===== config.mk =====
export PLATFORM = sky130hd
export DESIGN_NAME = sdci_top
export DESIGN_NICKNAME = d
export VERILOG_FILES = /design/src/rtl/sdci_fifo.v /design/src/rtl/sdci_top.v
export VERILOG_INCLUDE_DIRS = /design/src /design/src/rtl
export SDC_FILE = /design/constraint.sdc
export NUM_CORES = 1
export LEC_CHECK = 0
export BUFFER_PORTS_ARGS = -buffer_cell sky130_fd_sc_hd__buf_2
export CAP_MARGIN = 10
export CORE_MARGIN = 4
export CORE_UTILIZATION = 45
export DETAILED_ROUTE_END_ITERATION = 6
export GPL_TIMING_DRIVEN = 1
export PLACE_DENSITY = 0.61
export SYNTH_ARGS = -nofsm -noshare
export SYNTH_HDL_FRONTEND = slang
export SYNTH_HIERARCHICAL = 1
export SYNTH_SLANG_ARGS = --single-unit

===== constraint.sdc =====
create_clock -name CLOCK -period 11.5 [get_ports CLOCK]
set_input_delay 1.725 -clock CLOCK [delete_from_list [all_inputs] [get_ports CLOCK]]
set_output_delay 1.725 -clock CLOCK [all_outputs]
set_load 0.01 [all_outputs]

===== src/rtl/sdci_regs.vh =====
`ifndef SDCI_REGS_VH
`define SDCI_REGS_VH

// Frame characters for ASCII mode.
`define SDCI_CHR_COLON   8'h3A
`define SDCI_CHR_CR      8'h0D
`define SDCI_CHR_LF      8'h0A
`define SDCI_CHR_ZERO    8'h30
`define SDCI_CHR_ALPHA   8'h37

// Operation codes.
`define SDCI_OP_PRD      8'h01
`define SDCI_OP_PWR      8'h02
`define SDCI_OP_CTRL     8'h03
`define SDCI_OP_STAT     8'h04
`define SDCI_ERR_FLAG    8'h80
`define SDCI_ERR_PARAM   8'h81
`define SDCI_ERR_CTRL    8'h83
`define SDCI_ERR_STAT    8'h84

// Payload length values.
`define SDCI_LEN_WORD    8'h03
`define SDCI_LEN_BYTE    8'h02
`define SDCI_LEN_ERR     8'h01

// Station address range.
`define SDCI_ADDR_BCAST  8'h00
`define SDCI_ADDR_MAX    8'hFA

// Character format selections at and above this value are RTU.
`define SDCI_FMT_RTU     3'h3

// Check values.
`define SDCI_CRC_INIT    16'hFFFF
`define SDCI_CRC_POLY    16'hA001
`define SDCI_LRC_INIT    8'h00

// Receive buffer size in bytes.
`define SDCI_BUF_BYTES   4'h8

// Control command byte bit positions.
`define SDCI_CB_RUN      0
`define SDCI_CB_FWD      1
`define SDCI_CB_REV      2
`define SDCI_CB_STOP     3
`define SDCI_CB_DIRSEL   4
`define SDCI_CB_JOG      5
`define SDCI_CB_JOGF     6
`define SDCI_CB_JOGR     7

// Frame silence time and clock rate.
`define SDCI_QUIET_MS    50
`define SDCI_CLK_KHZ     50000
`define SDCI_QUIET_CYC   (`SDCI_QUIET_MS * `SDCI_CLK_KHZ)

`endif


===== src/rtl/sdci_fifo.v =====
`timescale 1ns/1ns
`default_nettype none

// Small FIFO built from flip-flops with valid/ready on both sides.
module sdci_fifo #(
  parameter WIDTH = 8,
  parameter DEPTH = 8,
  parameter AW    = 3
) (
  // Clock and reset.
  input  wire             clk,
  input  wire             arst_n,
  // Filling side.
  input  wire             in_valid,
  output wire             in_ready,
  input  wire [WIDTH-1:0] in_data,
  // Draining side.
  output wire             out_valid,
  input  wire             out_ready,
  output wire [WIDTH-1:0] out_data
);

  reg [WIDTH-1:0] mem_ff [0:DEPTH-1];
  reg [AW-1:0]    wr_ff;
  reg [AW-1:0]    rd_ff;
  reg [AW:0]      cnt_ff;
  wire            push;
  wire            pop;
  integer         i;

  // Full and empty follow the occupancy count.
  assign in_ready  = (cnt_ff != DEPTH[AW:0]);
  assign out_valid = (cnt_ff != {(AW+1){1'b0}});
  assign out_data  = mem_ff[rd_ff];
  assign push      = in_valid & in_ready;
  assign pop       = out_valid & out_ready;

  // Pointers wrap at the depth, so the depth need not be a power of two.
  always @(posedge clk or negedge arst_n) begin
    if (!arst_n) begin
      wr_ff  <= {AW{1'b0}};
      rd_ff  <= {AW{1'b0}};
      cnt_ff <= {(AW+1){1'b0}};
      for (i = 0; i < DEPTH; i = i + 1) begin
        mem_ff[i] <= {WIDTH{1'b0}};
      end
    end else begin
      if (push) begin
        mem_ff[wr_ff] <= in_data;
        wr_ff         <= (wr_ff == DEPTH[AW-1:0] - 1'b1) ? {AW{1'b0}} : wr_ff + 1'b1;
      end
      if (pop) begin
        rd_ff <= (rd_ff == DEPTH[AW-1:0] - 1'b1) ? {AW{1'b0}} : rd_ff + 1'b1;
      end
      if (push && !pop) begin
        cnt_ff <= cnt_ff + 1'b1;
      end else if (pop && !push) begin
        cnt_ff <= cnt_ff - 1'b1;
      end
    end
  end

endmodule

`default_nettype wire


===== src/rtl/sdci_top.v =====
`timescale 1ns/1ns
`default_nettype none
`include "sdci_regs.vh"

// Notes on behaviour
// - Broadcast address zero write or control is applied, never answered.
// - Own nonzero address parameter write is stored and answered.
// - Bad value or unknown parameter answers address, 81H, 01, parameter code.
// - Control byte bits 0..7: run, fwd, rev, stop, dir select, jog, jogf, jogr.
// - Accepted control returns status: run, jog, dir, run, jogging, dir, brake, track.
// - Failed control answers address, 83H, 01, current status byte.
// - Status read code 04 selects one of eight items; broadcast gets nothing.
// - Multi-byte values travel high byte first.
// - Length 3 for a word of data, 2 for a byte or less.
// - ASCII sends each byte as two hex characters; data at most fifty. Here the receive buffer holds 8 bytes, and longer frames are dropped.
// - ASCII check is 100H minus the low byte of the byte sum.
// - RTU frames are delimited by more than 50 ms of line silence.
// - RTU address and operation code are single binary bytes.
// - RTU check register starts at FFFFH.
// - Each byte is XORed into the check register low byte first.
// - Eight right shifts per byte, XOR A001H when a one drops out.
// - RTU check value goes out low byte then high byte.
// - ASCII frame opens with colon and closes with CR then LF.
// - Codes: 01 read, 02 write, 03 control, 04 status, 05, 08; 06-07 reserved; here 05 and 08 get the 80H-plus-code error reply.
// - Station address 1..250 is valid; zero turns communication off.
// - Baud among four rates, eight data bits, one stop, none/even/odd parity.
module sdci_top #(
  parameter [21:0] QUIET_CYC = `SDCI_QUIET_CYC
) (
  // Clock and reset.
  input  wire        CLOCK,
  input  wire        ARST_N,
  // Configuration parameters.
  input  wire [7:0]  STATION_ADDR,
  input  wire [1:0]  BAUD_PARAM,
  input  wire [2:0]  FORMAT_PARAM,
  // Character format to the line UART.
  output reg  [1:0]  BAUD_SEL,
  output reg  [1:0]  PARITY_SEL,
  output reg         RTU_MODE,
  // Received characters.
  input  wire        RX_VALID,
  input  wire [7:0]  RX_DATA,
  // Transmitted characters.
  output reg         TX_VALID,
  output reg  [7:0]  TX_DATA,
  input  wire        TX_READY,
  // Parameter store.
  output reg         PARAM_WR,
  output reg         PARAM_RD,
  output reg  [7:0]  PARAM_CODE,
  output reg  [15:0] PARAM_WDATA,
  input  wire        PARAM_BAD,
  input  wire [15:0] PARAM_RDATA,
  // Drive control commands.
  output reg         CMD_STROBE,
  output reg  [7:0]  CONTROL_COMMAND_BYTE,
  // Drive status.
  input  wire        ST_RUNNING,
  input  wire        ST_JOG,
  input  wire        ST_DIR,
  input  wire        ST_JOGGING,
  input  wire        ST_BRAKING,
  input  wire        ST_TRACK,
  // Status items.
  output reg  [2:0]  ITEM_SEL,
  input  wire [15:0] ITEM_VALUE
);

  localparam [2:0] S_RX   = 3'h0;
  localparam [2:0] S_EXEC = 3'h1;
  localparam [2:0] S_WAIT = 3'h2;
  localparam [2:0] S_SEND = 3'h3;

  reg  [2:0]  st_ff;
  reg  [7:0]  buf_ff [0:7];
  reg  [3:0]  cnt_ff;
  reg  [3:0]  flen_ff;
  reg         ovf_ff;
  reg         fok_ff;
  reg         infr_ff;
  reg         eol_ff;
  reg         hi_ff;
  reg  [3:0]  nib_ff;
  reg  [7:0]  sum_ff;
  reg  [15:0] crc_ff;
  reg  [21:0] idle_ff;
  reg  [7:0]  rep_ff [0:5];
  reg  [2:0]  rn_ff;
  reg  [4:0]  sq_ff;
  reg  [7:0]  tsum_ff;
  reg  [15:0] tcrc_ff;
  reg  [7:0]  chr;
  reg         last;
  reg  [7:0]  tbyte;
  reg         tdone;
  wire [4:0]  hv;
  wire [7:0]  rx_byte;
  wire [3:0]  nd;
  wire [7:0]  op;
  wire [7:0]  cb;
  wire        bcast;
  wire        mine;
  wire        enabled;
  wire        ctrl_ok;
  wire        stat_ok;
  wire        wr_len_ok;
  wire [7:0]  control_status_byte;
  wire [4:0]  km1;
  wire [4:0]  n2;
  wire [7:0]  lrc;
  wire        f_in_ready;
  wire        f_out_valid;
  wire        f_out_ready;
  wire [7:0]  f_out_data;
  integer     i;

  // One byte of the RTU check: XOR low byte, then eight shifts with polynomial.
  function [15:0] crc_step;
    input [15:0] c;
    input [7:0]  b;
    integer      k;
    reg   [15:0] r;
    begin
      r = c ^ {8'h00, b};
      for (k = 0; k < 8; k = k + 1) begin
        r = r[0] ? ((r >> 1) ^ `SDCI_CRC_POLY) : (r >> 1);
      end
      crc_step = r;
    end
  endfunction

  // Hex character to nibble; bit 4 flags a legal character.
  function [4:0] hex_val;
    input [7:0] c;
    begin
      if (c >= 8'h30 && c <= 8'h39) begin
        hex_val = {1'b1, c[3:0]};
      end else if (c >= 8'h41 && c <= 8'h46) begin
        hex_val = {1'b1, c[3:0] + 4'h9};
      end else begin
        hex_val = 5'h00;
      end
    end
  endfunction

  // Nibble to upper case hex character.
  function [7:0] hex_chr;
    input [3:0] n;
    begin
      hex_chr = (n < 4'hA) ? (`SDCI_CHR_ZERO + {4'h0, n}) : (`SDCI_CHR_ALPHA + {4'h0, n});
    end
  endfunction

  // Decoded view of the stored request.
  assign hv        = hex_val(RX_DATA);
  assign rx_byte   = {nib_ff, hv[3:0]};
  assign nd        = flen_ff - (RTU_MODE ? 4'h5 : 4'h4);
  assign op        = buf_ff[1];
  assign cb        = buf_ff[3];
  assign bcast     = (buf_ff[0] == `SDCI_ADDR_BCAST);
  assign mine      = (buf_ff[0] == STATION_ADDR);
  assign enabled   = (STATION_ADDR != `SDCI_ADDR_BCAST) && (STATION_ADDR <= `SDCI_ADDR_MAX);
  assign wr_len_ok = (nd == 4'h2) || (nd == 4'h3);
  assign ctrl_ok   = (nd == 4'h1) && !(cb[`SDCI_CB_FWD] && cb[`SDCI_CB_REV])
                     && !(cb[`SDCI_CB_JOGF] && cb[`SDCI_CB_JOGR]);
  assign stat_ok   = (nd == 4'h1) && (cb[7:3] == 5'h00);
  // Status byte repeats running and direction in two places each.
  assign control_status_byte      = {ST_TRACK, ST_BRAKING, ST_DIR, ST_JOGGING,
                      ST_RUNNING, ST_DIR, ST_JOG, ST_RUNNING};

  // Character format follows the configuration parameters.
  always @(posedge CLOCK or negedge ARST_N) begin
    if (!ARST_N) begin
      BAUD_SEL   <= 2'h1;
      PARITY_SEL <= 2'h0;
      RTU_MODE   <= 1'b0;
    end else begin
      BAUD_SEL   <= BAUD_PARAM;
      RTU_MODE   <= (FORMAT_PARAM >= `SDCI_FMT_RTU);
      PARITY_SEL <= FORMAT_PARAM[1:0] - ((FORMAT_PARAM >= `SDCI_FMT_RTU) ? 2'h3 : 2'h0);
    end
  end

  // Receive framing, request execution and reply sequencing.
  always @(posedge CLOCK or negedge ARST_N) begin
    if (!ARST_N) begin
      st_ff       <= S_RX;
      cnt_ff      <= 4'h0;
      flen_ff     <= 4'h0;
      ovf_ff      <= 1'b0;
      fok_ff      <= 1'b0;
      infr_ff     <= 1'b0;
      eol_ff      <= 1'b0;
      hi_ff       <= 1'b0;
      nib_ff      <= 4'h0;
      sum_ff      <= `SDCI_LRC_INIT;
      crc_ff      <= `SDCI_CRC_INIT;
      idle_ff     <= 22'h00_0000;
      rn_ff       <= 3'h0;
      sq_ff       <= 5'h00;
      tsum_ff     <= `SDCI_LRC_INIT;
      tcrc_ff     <= `SDCI_CRC_INIT;
      PARAM_WR    <= 1'b0;
      PARAM_RD    <= 1'b0;
      PARAM_CODE  <= 8'h00;
      PARAM_WDATA <= 16'h0000;
      CMD_STROBE  <= 1'b0;
      CONTROL_COMMAND_BYTE <= 8'h00;
      ITEM_SEL    <= 3'h0;
      for (i = 0; i < 8; i = i + 1) begin
        buf_ff[i] <= 8'h00;
      end
      for (i = 0; i < 6; i = i + 1) begin
        rep_ff[i] <= 8'h00;
      end
    end else begin
      PARAM_WR   <= 1'b0;
      PARAM_RD   <= 1'b0;
      CMD_STROBE <= 1'b0;
      case (st_ff)
        S_RX: begin
          if (RTU_MODE) begin
            infr_ff <= 1'b0;
            if (RX_VALID) begin
              // Binary bytes; address and code are one byte each.
              if (cnt_ff == `SDCI_BUF_BYTES) begin
                ovf_ff <= 1'b1;
              end else begin
                buf_ff[cnt_ff[2:0]] <= RX_DATA;
                cnt_ff <= cnt_ff + 4'h1;
              end
              crc_ff  <= crc_step(crc_ff, RX_DATA);
              idle_ff <= 22'h00_0000;
            end else if (cnt_ff != 4'h0) begin
              if (idle_ff == QUIET_CYC) begin
                // Silence ends the frame; check over data plus CRC leaves zero.
                flen_ff <= cnt_ff;
                fok_ff  <= (crc_ff == 16'h0000) && (cnt_ff >= 4'h5) && !ovf_ff;
                cnt_ff  <= 4'h0;
                ovf_ff  <= 1'b0;
                crc_ff  <= `SDCI_CRC_INIT;
                idle_ff <= 22'h00_0000;
                st_ff   <= S_EXEC;
              end else begin
                idle_ff <= idle_ff + 22'h00_0001;
              end
            end
          end else if (RX_VALID) begin
            if (RX_DATA == `SDCI_CHR_COLON) begin
              // A colon always restarts frame collection.
              infr_ff <= 1'b1;
              cnt_ff  <= 4'h0;
              hi_ff   <= 1'b0;
              eol_ff  <= 1'b0;
              ovf_ff  <= 1'b0;
              sum_ff  <= `SDCI_LRC_INIT;
            end else if (infr_ff) begin
              if (eol_ff) begin
                infr_ff <= 1'b0;
                if (RX_DATA == `SDCI_CHR_LF && !hi_ff) begin
                  // Sum including the check byte is zero when the check holds.
                  flen_ff <= cnt_ff;
                  fok_ff  <= (sum_ff == 8'h00) && (cnt_ff >= 4'h4) && !ovf_ff;
                  st_ff   <= S_EXEC;
                end
              end else if (RX_DATA == `SDCI_CHR_CR) begin
                eol_ff <= 1'b1;
              end else if (!hv[4]) begin
                infr_ff <= 1'b0;
              end else if (!hi_ff) begin
                nib_ff <= hv[3:0];
                hi_ff  <= 1'b1;
              end else begin
                hi_ff  <= 1'b0;
                sum_ff <= sum_ff + rx_byte;
                if (cnt_ff == `SDCI_BUF_BYTES) begin
                  ovf_ff <= 1'b1;
                end else begin
                  buf_ff[cnt_ff[2:0]] <= rx_byte;
                  cnt_ff <= cnt_ff + 4'h1;
                end
              end
            end
          end
        end
        S_EXEC: begin
          // Foreign address, bad check, overflow or disabled station: drop.
          if (!enabled || !fok_ff || !(bcast || mine)) begin
            st_ff <= S_RX;
          end else begin
            st_ff <= S_WAIT;
            case (op)
              `SDCI_OP_PWR: begin
                PARAM_WR    <= wr_len_ok;
                PARAM_CODE  <= buf_ff[3];
                PARAM_WDATA <= (nd == 4'h3) ? {buf_ff[4], buf_ff[5]} : {8'h00, buf_ff[4]};
              end
              `SDCI_OP_PRD: begin
                PARAM_RD   <= (nd == 4'h1) && !bcast;
                PARAM_CODE <= buf_ff[3];
              end
              `SDCI_OP_CTRL: begin
                if (ctrl_ok) begin
                  CMD_STROBE           <= 1'b1;
                  CONTROL_COMMAND_BYTE <= cb;
                end
              end
              `SDCI_OP_STAT: begin
                ITEM_SEL <= cb[2:0];
              end
              default: begin
                ITEM_SEL <= ITEM_SEL;
              end
            endcase
          end
        end
        S_WAIT: begin
          // Store and drive answers are sampled one cycle after the strobe.
          rep_ff[0] <= buf_ff[0];
          rep_ff[3] <= buf_ff[3];
          rep_ff[4] <= 8'h00;
          rep_ff[5] <= 8'h00;
          rn_ff     <= 3'h4;
          case (op)
            `SDCI_OP_PWR: begin
              if (PARAM_BAD || !wr_len_ok) begin
                rep_ff[1] <= `SDCI_ERR_PARAM;
                rep_ff[2] <= `SDCI_LEN_ERR;
              end else begin
                rep_ff[1] <= op;
                rep_ff[2] <= (nd == 4'h3) ? `SDCI_LEN_WORD : `SDCI_LEN_BYTE;
                rep_ff[4] <= buf_ff[4];
                rep_ff[5] <= buf_ff[5];
                rn_ff     <= nd[2:0] + 3'h3;
              end
            end
            `SDCI_OP_PRD: begin
              if (PARAM_BAD || nd != 4'h1) begin
                rep_ff[1] <= `SDCI_ERR_PARAM;
                rep_ff[2] <= `SDCI_LEN_ERR;
              end else begin
                rep_ff[1] <= op;
                rep_ff[2] <= `SDCI_LEN_WORD;
                rep_ff[4] <= PARAM_RDATA[15:8];
                rep_ff[5] <= PARAM_RDATA[7:0];
                rn_ff     <= 3'h6;
              end
            end
            `SDCI_OP_CTRL: begin
              rep_ff[1] <= ctrl_ok ? op : `SDCI_ERR_CTRL;
              rep_ff[2] <= ctrl_ok ? `SDCI_LEN_BYTE : `SDCI_LEN_ERR;
              rep_ff[3] <= control_status_byte;
            end
            `SDCI_OP_STAT: begin
              rep_ff[1] <= stat_ok ? op : `SDCI_ERR_STAT;
              rep_ff[2] <= stat_ok ? `SDCI_LEN_WORD : `SDCI_LEN_ERR;
              rep_ff[3] <= stat_ok ? ITEM_VALUE[15:8] : cb;
              rep_ff[4] <= ITEM_VALUE[7:0];
              rn_ff     <= stat_ok ? 3'h5 : 3'h4;
            end
            default: begin
              rep_ff[1] <= `SDCI_ERR_FLAG | op;
              rep_ff[2] <= `SDCI_LEN_ERR;
              rep_ff[3] <= op;
            end
          endcase
          sq_ff   <= 5'h00;
          tsum_ff <= `SDCI_LRC_INIT;
          tcrc_ff <= `SDCI_CRC_INIT;
          st_ff   <= bcast ? S_RX : S_SEND;
        end
        S_SEND: begin
          // One character per accepted push; back-pressure holds the sequence.
          if (f_in_ready) begin
            if (tdone) begin
              tsum_ff <= tsum_ff + tbyte;
              tcrc_ff <= crc_step(tcrc_ff, tbyte);
            end
            sq_ff <= sq_ff + 5'h01;
            if (last) begin
              st_ff <= S_RX;
            end
          end
        end
        default: begin
          st_ff <= S_RX;
        end
      endcase
    end
  end

  // Next reply character from the sequence position.
  assign km1 = sq_ff - 5'h01;
  assign n2  = {1'b0, rn_ff, 1'b0};
  assign lrc = 8'h00 - tsum_ff;
  always @* begin
    chr   = 8'h00;
    last  = 1'b0;
    tbyte = 8'h00;
    tdone = 1'b0;
    if (RTU_MODE) begin
      if (sq_ff < {2'h0, rn_ff}) begin
        tbyte = rep_ff[sq_ff[2:0]];
        tdone = 1'b1;
        chr   = tbyte;
      end else if (sq_ff == {2'h0, rn_ff}) begin
        chr = tcrc_ff[7:0];
      end else begin
        chr  = tcrc_ff[15:8];
        last = 1'b1;
      end
    end else begin
      if (sq_ff == 5'h00) begin
        chr = `SDCI_CHR_COLON;
      end else if (sq_ff <= n2) begin
        tbyte = rep_ff[km1[3:1]];
        tdone = km1[0];
        chr   = hex_chr(km1[0] ? tbyte[3:0] : tbyte[7:4]);
      end else if (sq_ff == n2 + 5'h01) begin
        chr = hex_chr(lrc[7:4]);
      end else if (sq_ff == n2 + 5'h02) begin
        chr = hex_chr(lrc[3:0]);
      end else if (sq_ff == n2 + 5'h03) begin
        chr = `SDCI_CHR_CR;
      end else begin
        chr  = `SDCI_CHR_LF;
        last = 1'b1;
      end
    end
  end

  // Reply characters queue ahead of the line transmitter.
  sdci_fifo #(
    .WIDTH (8),
    .DEPTH (8),
    .AW    (3)
  ) u_fifo (
    .clk       (CLOCK),
    .arst_n    (ARST_N),
    .in_valid  (st_ff == S_SEND),
    .in_ready  (f_in_ready),
    .in_data   (chr),
    .out_valid (f_out_valid),
    .out_ready (f_out_ready),
    .out_data  (f_out_data)
  );

  // Output stage holds each character until the transmitter takes it.
  assign f_out_ready = !TX_VALID || TX_READY;
  always @(posedge CLOCK or negedge ARST_N) begin
    if (!ARST_N) begin
      TX_VALID <= 1'b0;
      TX_DATA  <= 8'h00;
    end else if (f_out_ready) begin
      TX_VALID <= f_out_valid;
      TX_DATA  <= f_out_valid ? f_out_data : TX_DATA;
    end
  end

endmodule

`default_nettype wire


Word-level counts from Yosys, hierarchy flattened
Index checks and enable logic that the tools add are counted.
{"block": "totals", "register_bits": 336, "in_bits": 64, "out_inout_bits": 52, "word_cells": 454}
{"block": "classes", "n_addsub": 24, "order_cmp": 20, "n_eq_ne": 43, "muxes": 201, "bitwise": 32, "n_reduce_logical": 81}
{"op": "$mux W64", "n": 11}
{"op": "$mux W16", "n": 26}
{"op": "$mux W8", "n": 26}
{"op": "$bwmux W64", "n": 3}
{"op": "$mux W4", "n": 24}
{"op": "$bmux W8 S3", "n": 3}
{"op": "$mux W22", "n": 3}
{"op": "$pmux W16 S4", "n": 1}
{"op": "$mux W1", "n": 63}
{"op": "$mux W7", "n": 7}
{"op": "$demux W8 S3", "n": 2}
{"op": "$not A2 Y3", "n": 16}
{"op": "$pmux W8 S3", "n": 2}
{"op": "$mux W3", "n": 15}
{"op": "$add A6 B4 Y7 const A", "n": 6}
{"op": "$reduce_and A9 Y1", "n": 4}
{"op": "$pmux W16 S2", "n": 1}
{"op": "$pmux W8 S2", "n": 2}
{"op": "$xor A16 B8 Y16", "n": 2}
{"op": "$ne A3 B3 Y1 const B", "n": 9}
{"op": "$reduce_bool A2 Y1", "n": 13}
{"op": "$add A22 B1 Y22 const B", "n": 1}
{"op": "$eq A22 B22 Y1 const B", "n": 1}
{"op": "$ge A4 B4 Y1 const B", "n": 5}
{"op": "other kinds (67)", "n": 155}

Longest topological paths before layout
Gate-level depths: netlist of the first run.
{"block": "depth", "word_depth": 28, "depth_mapped": 21, "ltp_nobuf": 18}

Modules after synthesis
Netlist of the first run, hierarchy kept.
{"mod": "sdci_top", "instances": 1, "cells_each": 1398, "area_per_inst_um2": 13250.2, "seq_area_each_um2": 5821.8}
{"mod": "sdci_fifo", "instances": 1, "cells_each": 226, "area_per_inst_um2": 3633.5, "seq_area_each_um2": 1851.8}

Worst setup path after synthesis of the first run
No wires, ideal clock.
{"block": "synth_timing", "path_type": "input port to flip-flop", "start": "input RX_DATA[0]", "end": "register sum_ff[7]", "setup_ns": 0.121, "t_arrival_ns": 4.459, "t_required_ns": 11.379, "path_slack_ns": 6.920, "cell_stages": 17, "path_buffers": 0, "path_cell_list": "inv_1 -> ha_1 -> nor3b_1 -> nor4b_4 -> a22oi_2 -> or2_2 -> inv_1 -> ha_1 -> a21o_1 -> a21oi_1 -> o21bai_1 -> a21oi_1 -> o21bai_1 -> a21oi_1 -> xnor2_1 -> o21bai_1 -> a22o_1"}
{"block": "synth_between", "elab_chain_len": 11, "word_cells_on_any_way": 24, "cone_classes": "add/sub: 2; order compare: 4; eq/ne: 4; mux: 8; reduce/logical: 6"}
{"item": "from (decl)", "line_no": "sdci_top.v:43", "rtl": "input wire [7:0] RX_DATA,"}
{"item": "$ge A8 B7 Y1 or $le A8 B7 Y1 (tied branches)", "line_no": "sdci_top.v:139", "rtl": "end else if (c >= 8'h41 && c <= 8'h46) begin"}
{"item": "$logic_and A1 B1 Y1", "line_no": "sdci_top.v:139"}
{"item": "$mux W5", "line_no": "sdci_top.v:139"}
{"item": "$mux W5 (*)", "line_no": "sdci_top.v:137", "rtl": "if (c >= 8'h30 && c <= 8'h39) begin"}
{"item": "net hv[1]", "line_no": "sdci_top.v:97", "rtl": "wire [4:0] hv;"}
{"item": "$add A8 B8 Y8 (*)", "line_no": "sdci_top.v:276", "rtl": "sum_ff <= sum_ff + rx_byte;"}
{"item": "$mux W8 (*)", "line_no": "sdci_top.v:271", "rtl": "end else if (!hi_ff) begin"}
{"item": "$mux W8 (*)", "line_no": "sdci_top.v:269", "rtl": "end else if (!hv[4]) begin"}
{"item": "$mux W8 (*)", "line_no": "sdci_top.v:267", "rtl": "end else if (RX_DATA == `SDCI_CHR_CR) begin"}
{"item": "$mux W8 (*)", "line_no": "sdci_top.v:259", "rtl": "if (eol_ff) begin"}
{"item": "$mux W8 (*)", "line_no": "sdci_top.v:258", "rtl": "end else if (infr_ff) begin"}
{"item": "$mux W8 (*)", "line_no": "sdci_top.v:250", "rtl": "if (RX_DATA == `SDCI_CHR_COLON) begin"}
{"item": "to (signal assigned)", "line_no": "sdci_top.v:197", "rtl": "sum_ff <= `SDCI_LRC_INIT;"}
{"item": "to (signal assigned)", "line_no": "sdci_top.v:257", "rtl": "sum_ff <= `SDCI_LRC_INIT;"}
{"item": "to (signal assigned)", "line_no": "sdci_top.v:276"}
{"item": "to (decl)", "line_no": "sdci_top.v:85", "rtl": "reg [7:0] sum_ff;"}
The timed path passes the listed nets; every way through them passes the cells marked *. The select of a mux whose other input is x is not followed.
A chain may end at the register's enable or synchronous reset.

Final worst setup path of the first run
{"block": "layout_timing", "start": "register sq_ff[0]", "end": "register u_fifo/mem_ff[38] in the netlist's numbering"}
{"block": "layout_between", "elab_chain_len": 12, "word_cells_on_any_way": 28, "cone_classes": "add/sub: 3; order compare: 3; eq/ne: 3; mux: 16; bitwise: 2; reduce/logical: 1"}
{"item": "from (decl)", "line_no": "sdci_top.v:90", "rtl": "reg [4:0] sq_ff;"}
{"item": "from (signal assigned)", "line_no": "sdci_top.v:380", "rtl": "sq_ff <= sq_ff + 5'h01;"}
{"item": "$sub A4 B1 Y4", "line_no": "sdci_top.v:394", "rtl": "assign km1 = sq_ff - 5'h01;"}
{"item": "$not A3 Y4 (implied by the code)", "line_no": "sdci_top.v:417", "rtl": "tbyte = rep_ff[km1[3:1]];"}
{"item": "$bmux W8 S3", "line_no": "sdci_top.v:417"}
{"item": "$mux W8 (implied by the code) (2 in series)", "line_no": "sdci_top.v:417"}
{"item": "$mux W4", "line_no": "sdci_top.v:419", "rtl": "chr = hex_chr(km1[0] ? tbyte[3:0] : tbyte[7:4]);"}
{"item": "$add A6 B4 Y7 (no line) or $lt A4 B4 Y1 (tied branches)"}
{"item": "$mux W7", "line_no": "sdci_top.v:151", "rtl": "hex_chr = (n < 4'hA) ? (`SDCI_CHR_ZERO + {4'h0, n}) : (`SDCI_CHR_ALPHA + {4'h0, n});"}
{"item": "$mux W7", "line_no": "sdci_top.v:416", "rtl": "end else if (sq_ff <= n2) begin"}
{"item": "$mux W7", "line_no": "sdci_top.v:414", "rtl": "if (sq_ff == 5'h00) begin"}
{"item": "$mux W8 (*)", "line_no": "sdci_top.v:402", "rtl": "if (RTU_MODE) begin"}
{"item": "net chr[6]", "line_no": "sdci_top.v:93", "rtl": "reg [7:0] chr;"}
{"item": "$bwmux W64 (*)", "line_no": "sdci_fifo.v:49", "rtl": "mem_ff[wr_ff] <= in_data;"}
{"item": "to (signal, indexed assignment)", "line_no": "sdci_fifo.v:45", "rtl": "mem_ff[i] <= {WIDTH{1'b0}};"}
{"item": "to (signal, indexed assignment)", "line_no": "sdci_fifo.v:49"}
{"item": "to (decl)", "line_no": "sdci_fifo.v:23", "rtl": "reg [WIDTH-1:0] mem_ff [0:DEPTH-1];"}
Marked as above.

==> results of run 1 <==
## power by group
| part | total, mW | switching, mW | internal, mW |
|---|---|---|---|
| clock | 1.21 | 0.459 | 0.747 |
| sequential | 1.80 | 0.373 | 1.43 |
| combinational | 2.45 | 1.33 | 1.12 |
## flip-flops by register name (all words and copies together), names as in the netlist, 5 cells and up
name,cells
PARAM_WDATA,16
PARAM_CODE,8
cb,8
sq_ff,5
u_fifo/mem_ff,64
rep_ff,42
CONTROL_COMMAND_BYTE,8
op,8
crc_ff,16
buf_ff,24
TX_DATA,8
tsum_ff,8
tcrc_ff,16
sum_ff,8
idle_ff,22
## worst max-delay path: cells and delay by family (launching register included)
family | cells | cell delay [ns]
AOI/OAI and AO/OA | 6 | 2.33
xor gates and xnor gates | 1 | 0.70
adders and majority gates | 1 | 0.34
buffers and inverters | 2 | 0.59
DFF | 1 | 0.32
muxes | 1 | 0.30
and+or+nand+nor | 1 | 0.16
## cell type report
cell class | instances | area share
Sequential cell | 305 | 0.4017
Tap cell | 468 | 0.03065
Multi-Input combinational cell | 1186 | 0.4542
Timing Repair Buffer | 132 | 0.03720
Inverter | 56 | 0.01100
Clock inverter | 15 | 0.01290
Clock buffer | 49 | 0.05233
## cells by family (layout without fill, tap and decap cells)
| kind of cell | after synthesis | count (layout) |
|---|---|---|
| AND/OR/NAND/NOR | 490 | 490 |
| AO/OA/AOI/OAI | 358 | 358 |
| flip-flops | 305 | 305 |
| multiplexers | 185 | 185 |
| buffers and inverters | 133 | 252 |
| XOR/XNOR | 99 | 99 |
| adder cells (fa/ha/maj) | 54 | 54 |
## placed cells by master, fill, tap and decap left out, drive strengths merged, types with 11 or more instances in the layout
cell type / count
nor2b: 16
a31oi: 17
nand2: 162
nand2b: 16
nor3: 28
mux2: 121
ha: 51
o21ai: 117
dfrtp: 272
buf: 131
a22oi: 17
nor4b: 11
clkbuf: 50
inv: 57
a21oi: 77
xor2: 39
xnor2: 58
and3: 11
mux2i: 44
nand3: 38
o22a: 18
nor2: 130
mux4: 20
nor4: 18
nand4: 11
dfstp: 33
## stage by stage
step / worst slack (ns) / util / hold WS (ns) / cells
global route: 6.342 / 0.5193 / 0.5058 / 2211
detailed placement: 6.344 / 0.4853 / 0.4705 / 2146
finish: 6.719 / 0.5193 / 0.4793 / 2211
floorplan: 6.920 / - / 0.4498 / 1624
CTS: 6.780 / 0.5192 / 0.4847 / 2210
global placement: 6.504 / 0.4853 / 0.4651 / 2146
## worst paths after layout
path,startpoint,to,slack (ns)
min in group asynchronous,ARST_N,tsum_ff[4],1.16
min,flen_ff[0],flen_ff[0],0.48
min reg2reg,flen_ff[0],flen_ff[0],0.48
max,sq_ff[0],u_fifo/mem_ff[38],6.72
max in group asynchronous,ARST_N,cnt_ff[1],8.90
max reg2reg,sq_ff[0],u_fifo/mem_ff[38],6.72
## routing by layer
| layer | vias up | global-route usage | routed length, um |
|---|---|---|---|
| li1 | 6053 | - | - |
| met1 | 6278 | 0.2891 | 19690 |
| met2 | 298 | 0.3487 | 20910 |
| met3 | 62 | 0.03546 | 1909 |
| met4 | 0 | 0.04688 | 792 |
| met5 | - | 0 | 0 |
==> impl_metrics.csv, run 1 <==
group,metric,value,unit
clocking,cts-resized-gates,0,
final_layout,design_area,0.01910,mm2
logic_synthesis,synth_top_family_by_area,"simple AND/OR/NAND/NOR gates",
final_layout,multi_input_area,0.008677,mm2
global_route,overflow,0,
timing,fin_worst_skew,0.02646,ns
floorplan,floorplan.initialDensity,0.4590,
timing,hold_viol,0,
logic_synthesis,seq_area_frac_synth,0.4545,
routing,viasPerCell,5.740,
logic_synthesis,synthFlopType,"dfrtp_1",
routing,drt-initial-drc-count,890,
clocking,cts_root_buf,"clkbuf_16",
clocking,cts.sinks,305,
critical_path,crit_path_max_fanout,31,
final_layout,fin_nets,1835,
logic_synthesis,synth_commonest_cells,"272 x dfrtp_1, 162 x nand2_1, 130 x nor2_1, 111 x o21ai_0, 105 x mux2_2",
floorplan,dieArea,0.04068,mm2
floorplan,num_rows,70,
logic_synthesis,ys_seq_elements,305,
floorplan,die_w,201.7,um
power,power,5.459,mW
power,ir_drop,173.7,uV
clocking,cts_setup_buffers,0,
global_route,grt_max_degree,84,
logic_synthesis,synthXorXnorAreaFrac,0.05417,
logic_synthesis,synth_area_leaders,"dfrtp_1 40%, mux2_2 7.0%, dfstp_2 5.1%",
final_layout,syn_to_final_growth,13.15,%
logic_synthesis,synth_cells,1624,
floorplan,core,0.03679,mm2
logic_synthesis,async_reset_ff_frac,1.000,
routing,dr.pass1.iters,6,
floorplan,chipHeight,201.7,um
clocking,clock_latency,0.53,ns
critical_path,cp_cell_sequence,"buf_4 -> inv_2 -> ha_1 -> xnor2_1 -> nand3_1 -> o211a_1 -> o32ai_1 -> o21ai_0 -> o21ba_2 -> o21ai_0 -> o21ai_0 -> mux2_2",
logic_synthesis,synth_compound_area_frac,0.1366,
routing,num_vias,12691,
final_layout,n_antenna_cell,0,
power,pwr_density_cell,285.8,mW/mm2
clocking,clockBufferDepth,3,
global_route,track_usage,0.2092,
timing,max_freq,209.2,MHz
timing,fin_crit,4.781,ns
logic_synthesis,synth_warnings,6,
power,p_leak,8.452,nW
routing,avgRoutedWirePerCell,19.58,um
final_layout,layout-drive-gt1-share,0.2232,
clocking,clkTransAtPathRegs,0.06,ns
clocking,cts.htree.levels,2,
floorplan,io_pins,116,
routing,ant_nets,0,
timing,rsz0062_at_grt,"no",
place,port_buffers,115,
global_route,grt_pass1_vias,12594,
critical_path,crit_path_end_kind,"flop",
critical_path,max_stage_delay,0.73,ns
timing,setup-violations-final,0,
final_layout,register_area,0.007674,mm2
timing,fin_setup_tns,0,ns
critical_path,path_class,"flop to flop",
logic_synthesis,yosysTopAreaCellShare,0.4031,
timing,report.final.slew_viol_count,0,
timing,relSlewSlack,0.2307,
logic_synthesis,netlist_area,0.01688,mm2
logic_synthesis,synth_fa_ha_area_frac,0.04135,
place,place_area,0.01785,mm2
logic_synthesis,synth_top_area_cell,"dfrtp_1",
logic_synthesis,synth_most_common_cell,"dfrtp_1",
clocking,cts_tree,"yes",
place,place_congestion,0.8829,
critical_path,ff2ff_path_depth,12,
critical_path,critPathMostFrequentCell,"o21ai_0",
global_route,antenna_found_initial,0,
critical_path,worstPathArrival,5.24,ns
flow_run,cap_violations,0,
clocking,cts_buffers,36,
global_route,grt_pass1_wl,69.53,mm
logic_synthesis,muxShareOfSynthArea,0.1372,
critical_path,critPathLaunchType,"flop",
logic_synthesis,avgSynthCellArea,10.40,um2
place,hpwl,30.56,mm
timing,period_share,0.4158,
critical_path,required,11.96,ns
timing,tightest_slew,1.153,ns
routing,drc,0,
worst_hold_path,hold_class,"flop to flop",
logic_synthesis,synth_edf_count,0,
run_status,status,"complete, no violations",
logic_synthesis,yosys.area_share.simple,0.1433,
final_layout,fillers,3366,
critical_path,cp_slowest_cell,"o21ai_0",
logic_synthesis,synth_fp_nets,1742,
logic_synthesis,synth_cell_type_count,84,
worst_hold_path,hold_depth,2,
clocking,cts_hold_buf,0,
routing,routed_wl,43.30,mm
Note: power is estimated with default switching activity, not from simulation.
==> run 2: changes to the inputs <==
--- a/config.mk
+++ b/config.mk
@@ -12,7 +12,7 @@
 export CORE_UTILIZATION = 45
 export DETAILED_ROUTE_END_ITERATION = 6
 export GPL_TIMING_DRIVEN = 1
-export PLACE_DENSITY = 0.61
+export PLACE_DENSITY = 0.64
 export SYNTH_ARGS = -nofsm -noshare
 export SYNTH_HDL_FRONTEND = slang
 export SYNTH_HIERARCHICAL = 1
==> constraint.sdc (replaced) <==
create_clock -name CLOCK -period 3.9 [get_ports CLOCK]
set_input_delay 0.585 -clock CLOCK [delete_from_list [all_inputs] [get_ports CLOCK]]
set_output_delay 0.585 -clock CLOCK [all_outputs]
set_load 0.01 [all_outputs]
==> impl_metrics.csv, run 2 (synthesis results as in run 1) <==
group,metric,value,unit
run_status,status,"complete, no violations",
floorplan,io_pins,116,
final_layout,largest_reg_flops,64,
global_route,grt_max_degree,110,
timing,hold_viol,0,
flow_run,cap_violations,0,
floorplan,core,0.03679,mm2
critical_path,crit_path_end_kind,"flop",
final_layout,n_antenna_cell,0,
routing,routed_wl,43.24,mm
final_layout,layout-drive-gt1-share,0.2438,
worst_hold_path,hold_class,"primary input to async pin",
routing,ant_nets,0,
final_layout,syn_to_final_growth,15.33,%
routing,avgRoutedWirePerCell,19.20,um
clocking,clockBufferDepth,3,
critical_path,cp_slowest_cell,"or4_1",
clocking,clock_latency,0.53,ns
global_route,grt_pass1_wl,70.99,mm
routing,dr.pass1.iters,5,
timing,relSlewSlack,0.4035,
critical_path,cpLargestDelayFamily,"simple AND/OR/NAND/NOR gates",
critical_path,path_buf_inv,2,
floorplan,num_rows,70,
timing,fin_setup_tns,0,ns
clocking,cts_buffers,37,
critical_path,critPathLaunchType,"flop",
floorplan,chipHeight,201.7,um
final_layout,fin_nets,1877,
routing,drt-initial-drc-count,762,
floorplan,die_w,201.7,um
timing,report.final.slew_viol_count,0,
global_route,track_usage,0.2109,
place,pre_cts_ws,0.0007754,ns
timing,fin_worst_skew,0.01873,ns
final_layout,regMostFlops,"u_fifo/mem_ff",
place,place_congestion,0.9470,
final_layout,top_regs,"u_fifo/mem_ff x64, rep_ff x42, buf_ff x24",
floorplan,floorplan.initialDensity,0.4590,
timing,period_share,0.9511,
clocking,cts_root_buf,"clkbuf_16",
global_route,antenna_found_initial,0,
critical_path,path_class,"flop to flop",
power,ir_drop,547.5,uV
routing,viasPerCell,5.718,
critical_path,critPathMostFrequentCell,"mux2_2",
clocking,cts.htree.levels,2,
critical_path,crit_path_max_fanout,17,
final_layout,fillers,3286,
timing,setup_ws,0.1906,ns
place,hpwl,31.03,mm
timing,tightest_slew,0.8948,ns
routing,num_vias,12877,
clocking,cts.sinks,305,
power,p_leak,8.667,nW
critical_path,cp_cell_sequence,"buf_4 -> or4_1 -> nand2_1 -> mux2_2 -> a211oi_1 -> mux2_2 -> ha_1 -> inv_1 -> nor2_1 -> xnor2_1 -> nor3_1 -> o31a_1 -> mux2_2",
timing,max_freq,269.6,MHz
final_layout,layout_commonest_cell,"dfrtp_1",
power,pwr_density_cell,852.3,mW/mm2
clocking,clkTransAtPathRegs,0.06,ns
timing,fin_crit,3.709,ns
critical_path,max_stage_delay,0.60,ns
global_route,grt_pass1_vias,13028,
final_layout,final_cell_mix,"271 x dfrtp_1, 162 x nand2_1, 129 x nor2_1",
final_layout,design_area,0.01947,mm2
timing,setup-violations-final,0,
global_route,overflow,0,
floorplan,dieArea,0.04068,mm2
clocking,cts_tree,"yes",
critical_path,required,4.29,ns
place,place_area,0.01819,mm2
critical_path,worstPathArrival,4.10,ns
clocking,cts_setup_buffers,0,
place,port_buffers,115,
routing,drc,0,
final_layout,fin_util,0.5293,
## run 2: changes by cell type in the layout (fill, tap and decap cells not counted), moves of 2 or more
| cell | before | now |
|---|---|---|
| buf_4 | 16 | 56 |
| buf_12 | 0 | 2 |
| a21oi_1 | 77 | 74 |
| o21ai_1 | 6 | 9 |
| o21ai_0 | 111 | 108 |
| clkinv_2 | 5 | 3 |
| clkbuf_1 | 8 | 10 |
| a21oi_2 | 0 | 3 |
## run 2: path summary, 6_finish.rpt
path | start | end | depth (start not counted) | slack, ns
worst max-delay path | sq_ff[0] | u_fifo/mem_ff[18] | 13 | 0.19
worst min-delay path | ARST_N | rep_ff[4] | 1 | 0.13
worst max register to register | sq_ff[0] | u_fifo/mem_ff[18] | 13 | 0.19
worst min register to register | fok_ff | fok_ff | 1 | 0.48
max in group asynchronous | ARST_N | buf_ff[62] | 2 | 2.77
min in group CLOCK | BAUD_PARAM[0] | BAUD_SEL[0] | 1 | 0.16
## run 2: layer usage
metal / routed length [um] / GRT usage / vias up
met5: 0 / 0 / -
met4: 1215 / 0.06274 / 0
met3: 2081 / 0.02788 / 76
met2: 19950 / 0.3373 / 335
met1: 19990 / 0.3020 / 6340
li1: - / - / 6126
## run 2: cell type report
cell class                 instances  area (um2)  share of cell area
clock buffer                      53        1046             0.05372
timing repair buffer             173        1046             0.05372
tap                              468       585.6             0.03007
sequential                       305        7675              0.3942
multi-input combinational       1186        8703              0.4470
clock inverter                    11       202.7             0.01041
inverter                          56       212.7             0.01092
## run 2: worst reg2reg max path, delay by kind of cell (launching register included)
kind                     cells  cell delay, ns
AO/OA/AOI/OAI                2            0.69
AND/OR/NAND/NOR              4            0.99
adder cells (fa/ha/maj)      1            0.16
buffers and inverters        2            0.26
multiplexers                 3            0.92
flip-flops                   1            0.41
XOR/XNOR                     1            0.15
## run 2: repair_timing
item                       CTS  global route
hold buffers                 0             0
resized for setup            1            11
setup endpoints to repair    7            41
## run 2: report_power, final
part / internal [mW] / switching (mW)
combinational: 3.62 / 4.08
clock: 2.20 / 1.34
sequential: 4.22 / 1.13
## run 2: per-stage QoR
step / hold WS [ns] / instances / power, mW
after CTS: 0.1425 / 2252 / 16.62
after global placement: 0.4648 / 2188 / 12.75
after detailed placement: 0.4707 / 2188 / 12.92
after global routing: 0.1432 / 2252 / 17.79
final: 0.1333 / 2252 / 16.60
after floorplan: 0.2894 / 1624 / 10.74
==> run 3: changes to the inputs <==
--- a/config.mk
+++ b/config.mk
@@ -10,6 +10,7 @@
 export CAP_MARGIN = 10
 export CORE_MARGIN = 4
 export CORE_UTILIZATION = 45
+export CTS_BUF_LIST = sky130_fd_sc_hd__clkbuf_4 sky130_fd_sc_hd__clkbuf_8
 export DETAILED_ROUTE_END_ITERATION = 6
 export GPL_TIMING_DRIVEN = 1
 export PLACE_DENSITY = 0.64
==> impl_metrics.csv, run 3 (synthesis results as in run 1) <==
group,metric,value,unit
clocking,cts_hold_buf,0,
critical_path,r2r_end,"tsum_ff[7]",
clocking,cts_tree,"yes",
final_layout,layout_commonest_cell,"dfrtp_1",
critical_path,cp_slowest_cell,"mux4_1",
timing,relSlewSlack,0.4139,
timing,report.final.slew_viol_count,0,
global_route,overflow,0,
routing,wl_met2,19.51,mm
floorplan,num_rows,70,
clocking,cts.htree.levels,2,
clocking,clockBufferDepth,3,
power,ir_drop,539.5,uV
place,pre_cts_ws,0.0007754,ns
timing,setup-violations-final,0,
timing,rsz0062_at_grt,"yes",
power,pwr_density_cell,837.8,mW/mm2
place,place_area,0.01819,mm2
timing,hold_viol,0,
routing,ant_nets,0,
floorplan,die_w,201.7,um
clocking,clkTransAtPathRegs,0.07,ns
flow_run,cap_violations,0,
critical_path,critical_path.startpoint,"sq_ff[0]",
routing,drt-met1-wl,19.92,mm
power,power,16.28,mW
final_layout,design_area,0.01943,mm2
critical_path,crit_path_end_kind,"flop",
timing,fin_crit,3.686,ns
floorplan,floorplan.initialDensity,0.4590,
final_layout,regMostFlops,"u_fifo/mem_ff",
global_route,antenna_found_initial,0,
final_layout,final_cell_mix,"271 x dfrtp_1, 162 x nand2_1, 129 x nor2_1",
final_layout,largest_reg_flops,64,
routing,routed.top_layer,"met4",
place,placed_cells,2188,
global_route,grt_pass1_wl,71.32,mm
timing,fin_setup_tns,0,ns
critical_path,path_class,"flop to flop",
critical_path,critPathMostFrequentCell,"a21oi_2",
timing,max_freq,271.3,MHz
global_route,grt_pass1_vias,13159,
critical_path,max_stage_delay,0.60,ns
critical_path,required,4.44,ns
clocking,cts_root_buf,"clkbuf_8",
routing,viasPerCell,5.647,
critical_path,critPathLaunchType,"flop",
clocking,cts_buffers,54,
floorplan,io_pins,116,
power,p_leak,8.703,nW
final_layout,multi_input_area,0.008700,mm2
routing,drc,0,
critical_path,r2r-start,"sq_ff[0]",
final_layout,fin_nets,1894,
floorplan,core,0.03679,mm2
run_status,status,"complete, no violations",
worst_hold_path,hold_class,"primary input to async pin",
final_layout,register_area,0.007675,mm2
final_layout,finalNonFillerCells,2287,
routing,avgRoutedWirePerCell,18.98,um
critical_path,worstPathArrival,4.22,ns
global_route,track_usage,0.2138,
clocking,cts.sinks,305,
critical_path,crit_path_max_fanout,9,
routing,routed_wl,43.40,mm
timing,fin_worst_skew,0.03760,ns
final_layout,top_regs,"u_fifo/mem_ff x64, rep_ff x42, buf_ff x24",
final_layout,layout-drive-gt1-share,0.2628,
clocking,clock_latency,0.66,ns
final_layout,n_antenna_cell,0,
final_layout,syn_to_final_growth,15.08,%
place,hpwl,31.03,mm
routing,wl_met3,2.453,mm
place,place_congestion,0.9470,
critical_path,rrSetupSlack,0.21,ns
global_route,grt_max_degree,110,
timing,tightest_slew,0.8791,ns
timing,period_share,0.9451,
clocking,cts_setup_buffers,0,
critical_path,cp_cell_sequence,"inv_2 -> ha_4 -> xor2_4 -> mux4_1 -> a21oi_2 -> o22ai_1 -> ha_1 -> a21o_1 -> a21oi_2 -> o21bai_1 -> a21oi_2 -> o21bai_1 -> a21oi_1 -> xnor2_1 -> o21ai_0 -> a22o_1",
final_layout,fillers,3303,
critical_path,ff2ff_path_depth,16,
routing,drt-initial-drc-count,781,
timing,setup_ws,0.2142,ns
floorplan,chipHeight,201.7,um
floorplan,dieArea,0.04068,mm2
routing,num_vias,12914,
place,port_buffers,115,
routing,dr.pass1.iters,5,
[run 3: worst max path at each step]
stage | to | slack (ns) | cells past startpoint
2_1_floorplan | tsum_ff[7] | 0.003 | 18
3_3_place_gp | tsum_ff[7] | 0.17 | 16
3_5_place_dp | u_fifo/mem_ff[12] | 0.0008 | 11
4_1_cts | tsum_ff[7] | 0.003 | 16
5_1_grt | tsum_ff[7] | -0.04 | 16
6_report | tsum_ff[7] | 0.21 | 16
[run 3: cell type report]
| cell class | count | area share |
|---|---|---|
| multi-input cells | 1186 | 0.4477 |
| flip-flops and latches | 305 | 0.3950 |
| clock buffers | 91 | 0.05738 |
| repair buffers | 173 | 0.05383 |
| well taps | 468 | 0.03014 |
| inverters | 56 | 0.01082 |
| clock inverters | 8 | 0.005087 |
[run 3: what timing repair did]
item,CTS,global route
hold endpoints to repair,0,0
gates resized for setup,2,6
endpoints found under the setup margin,8,9
[run 3: report_power, final]
part / total (mW) / switching [mW] / leakage (nW) / internal (mW)
clock network: 3.28 / 1.36 / 0.647 / 1.93
registers: 5.35 / 1.13 / 3.82 / 4.22
logic: 7.65 / 4.04 / 4.23 / 3.60
[run 3: worst max-delay path: cells and delay by family, from the launching register on]
family	cells	cell delay, ns
flops	1	0.39
compound gates	10	1.52
fa+ha+maj	2	0.51
mux	1	0.60
buf+inv	1	0.17
xor+xnor	2	0.36
[run 3: stage by stage]
stage	hold slack, ns	util
detailed placement	0.4707	0.4944
CTS	0.001567	0.5276
floorplan	0.2894	-
global placement	0.4648	0.4944
global route	0.007782	0.5282
finish	0.005861	0.5282
[run 3: per-layer routing]
metal | GRT usage | up-vias
li1 | - | 6175
met1 | 0.2961 | 6277
met2 | 0.3367 | 370
met3 | 0.03852 | 92
met4 | 0.08252 | 0
met5 | 0 | -
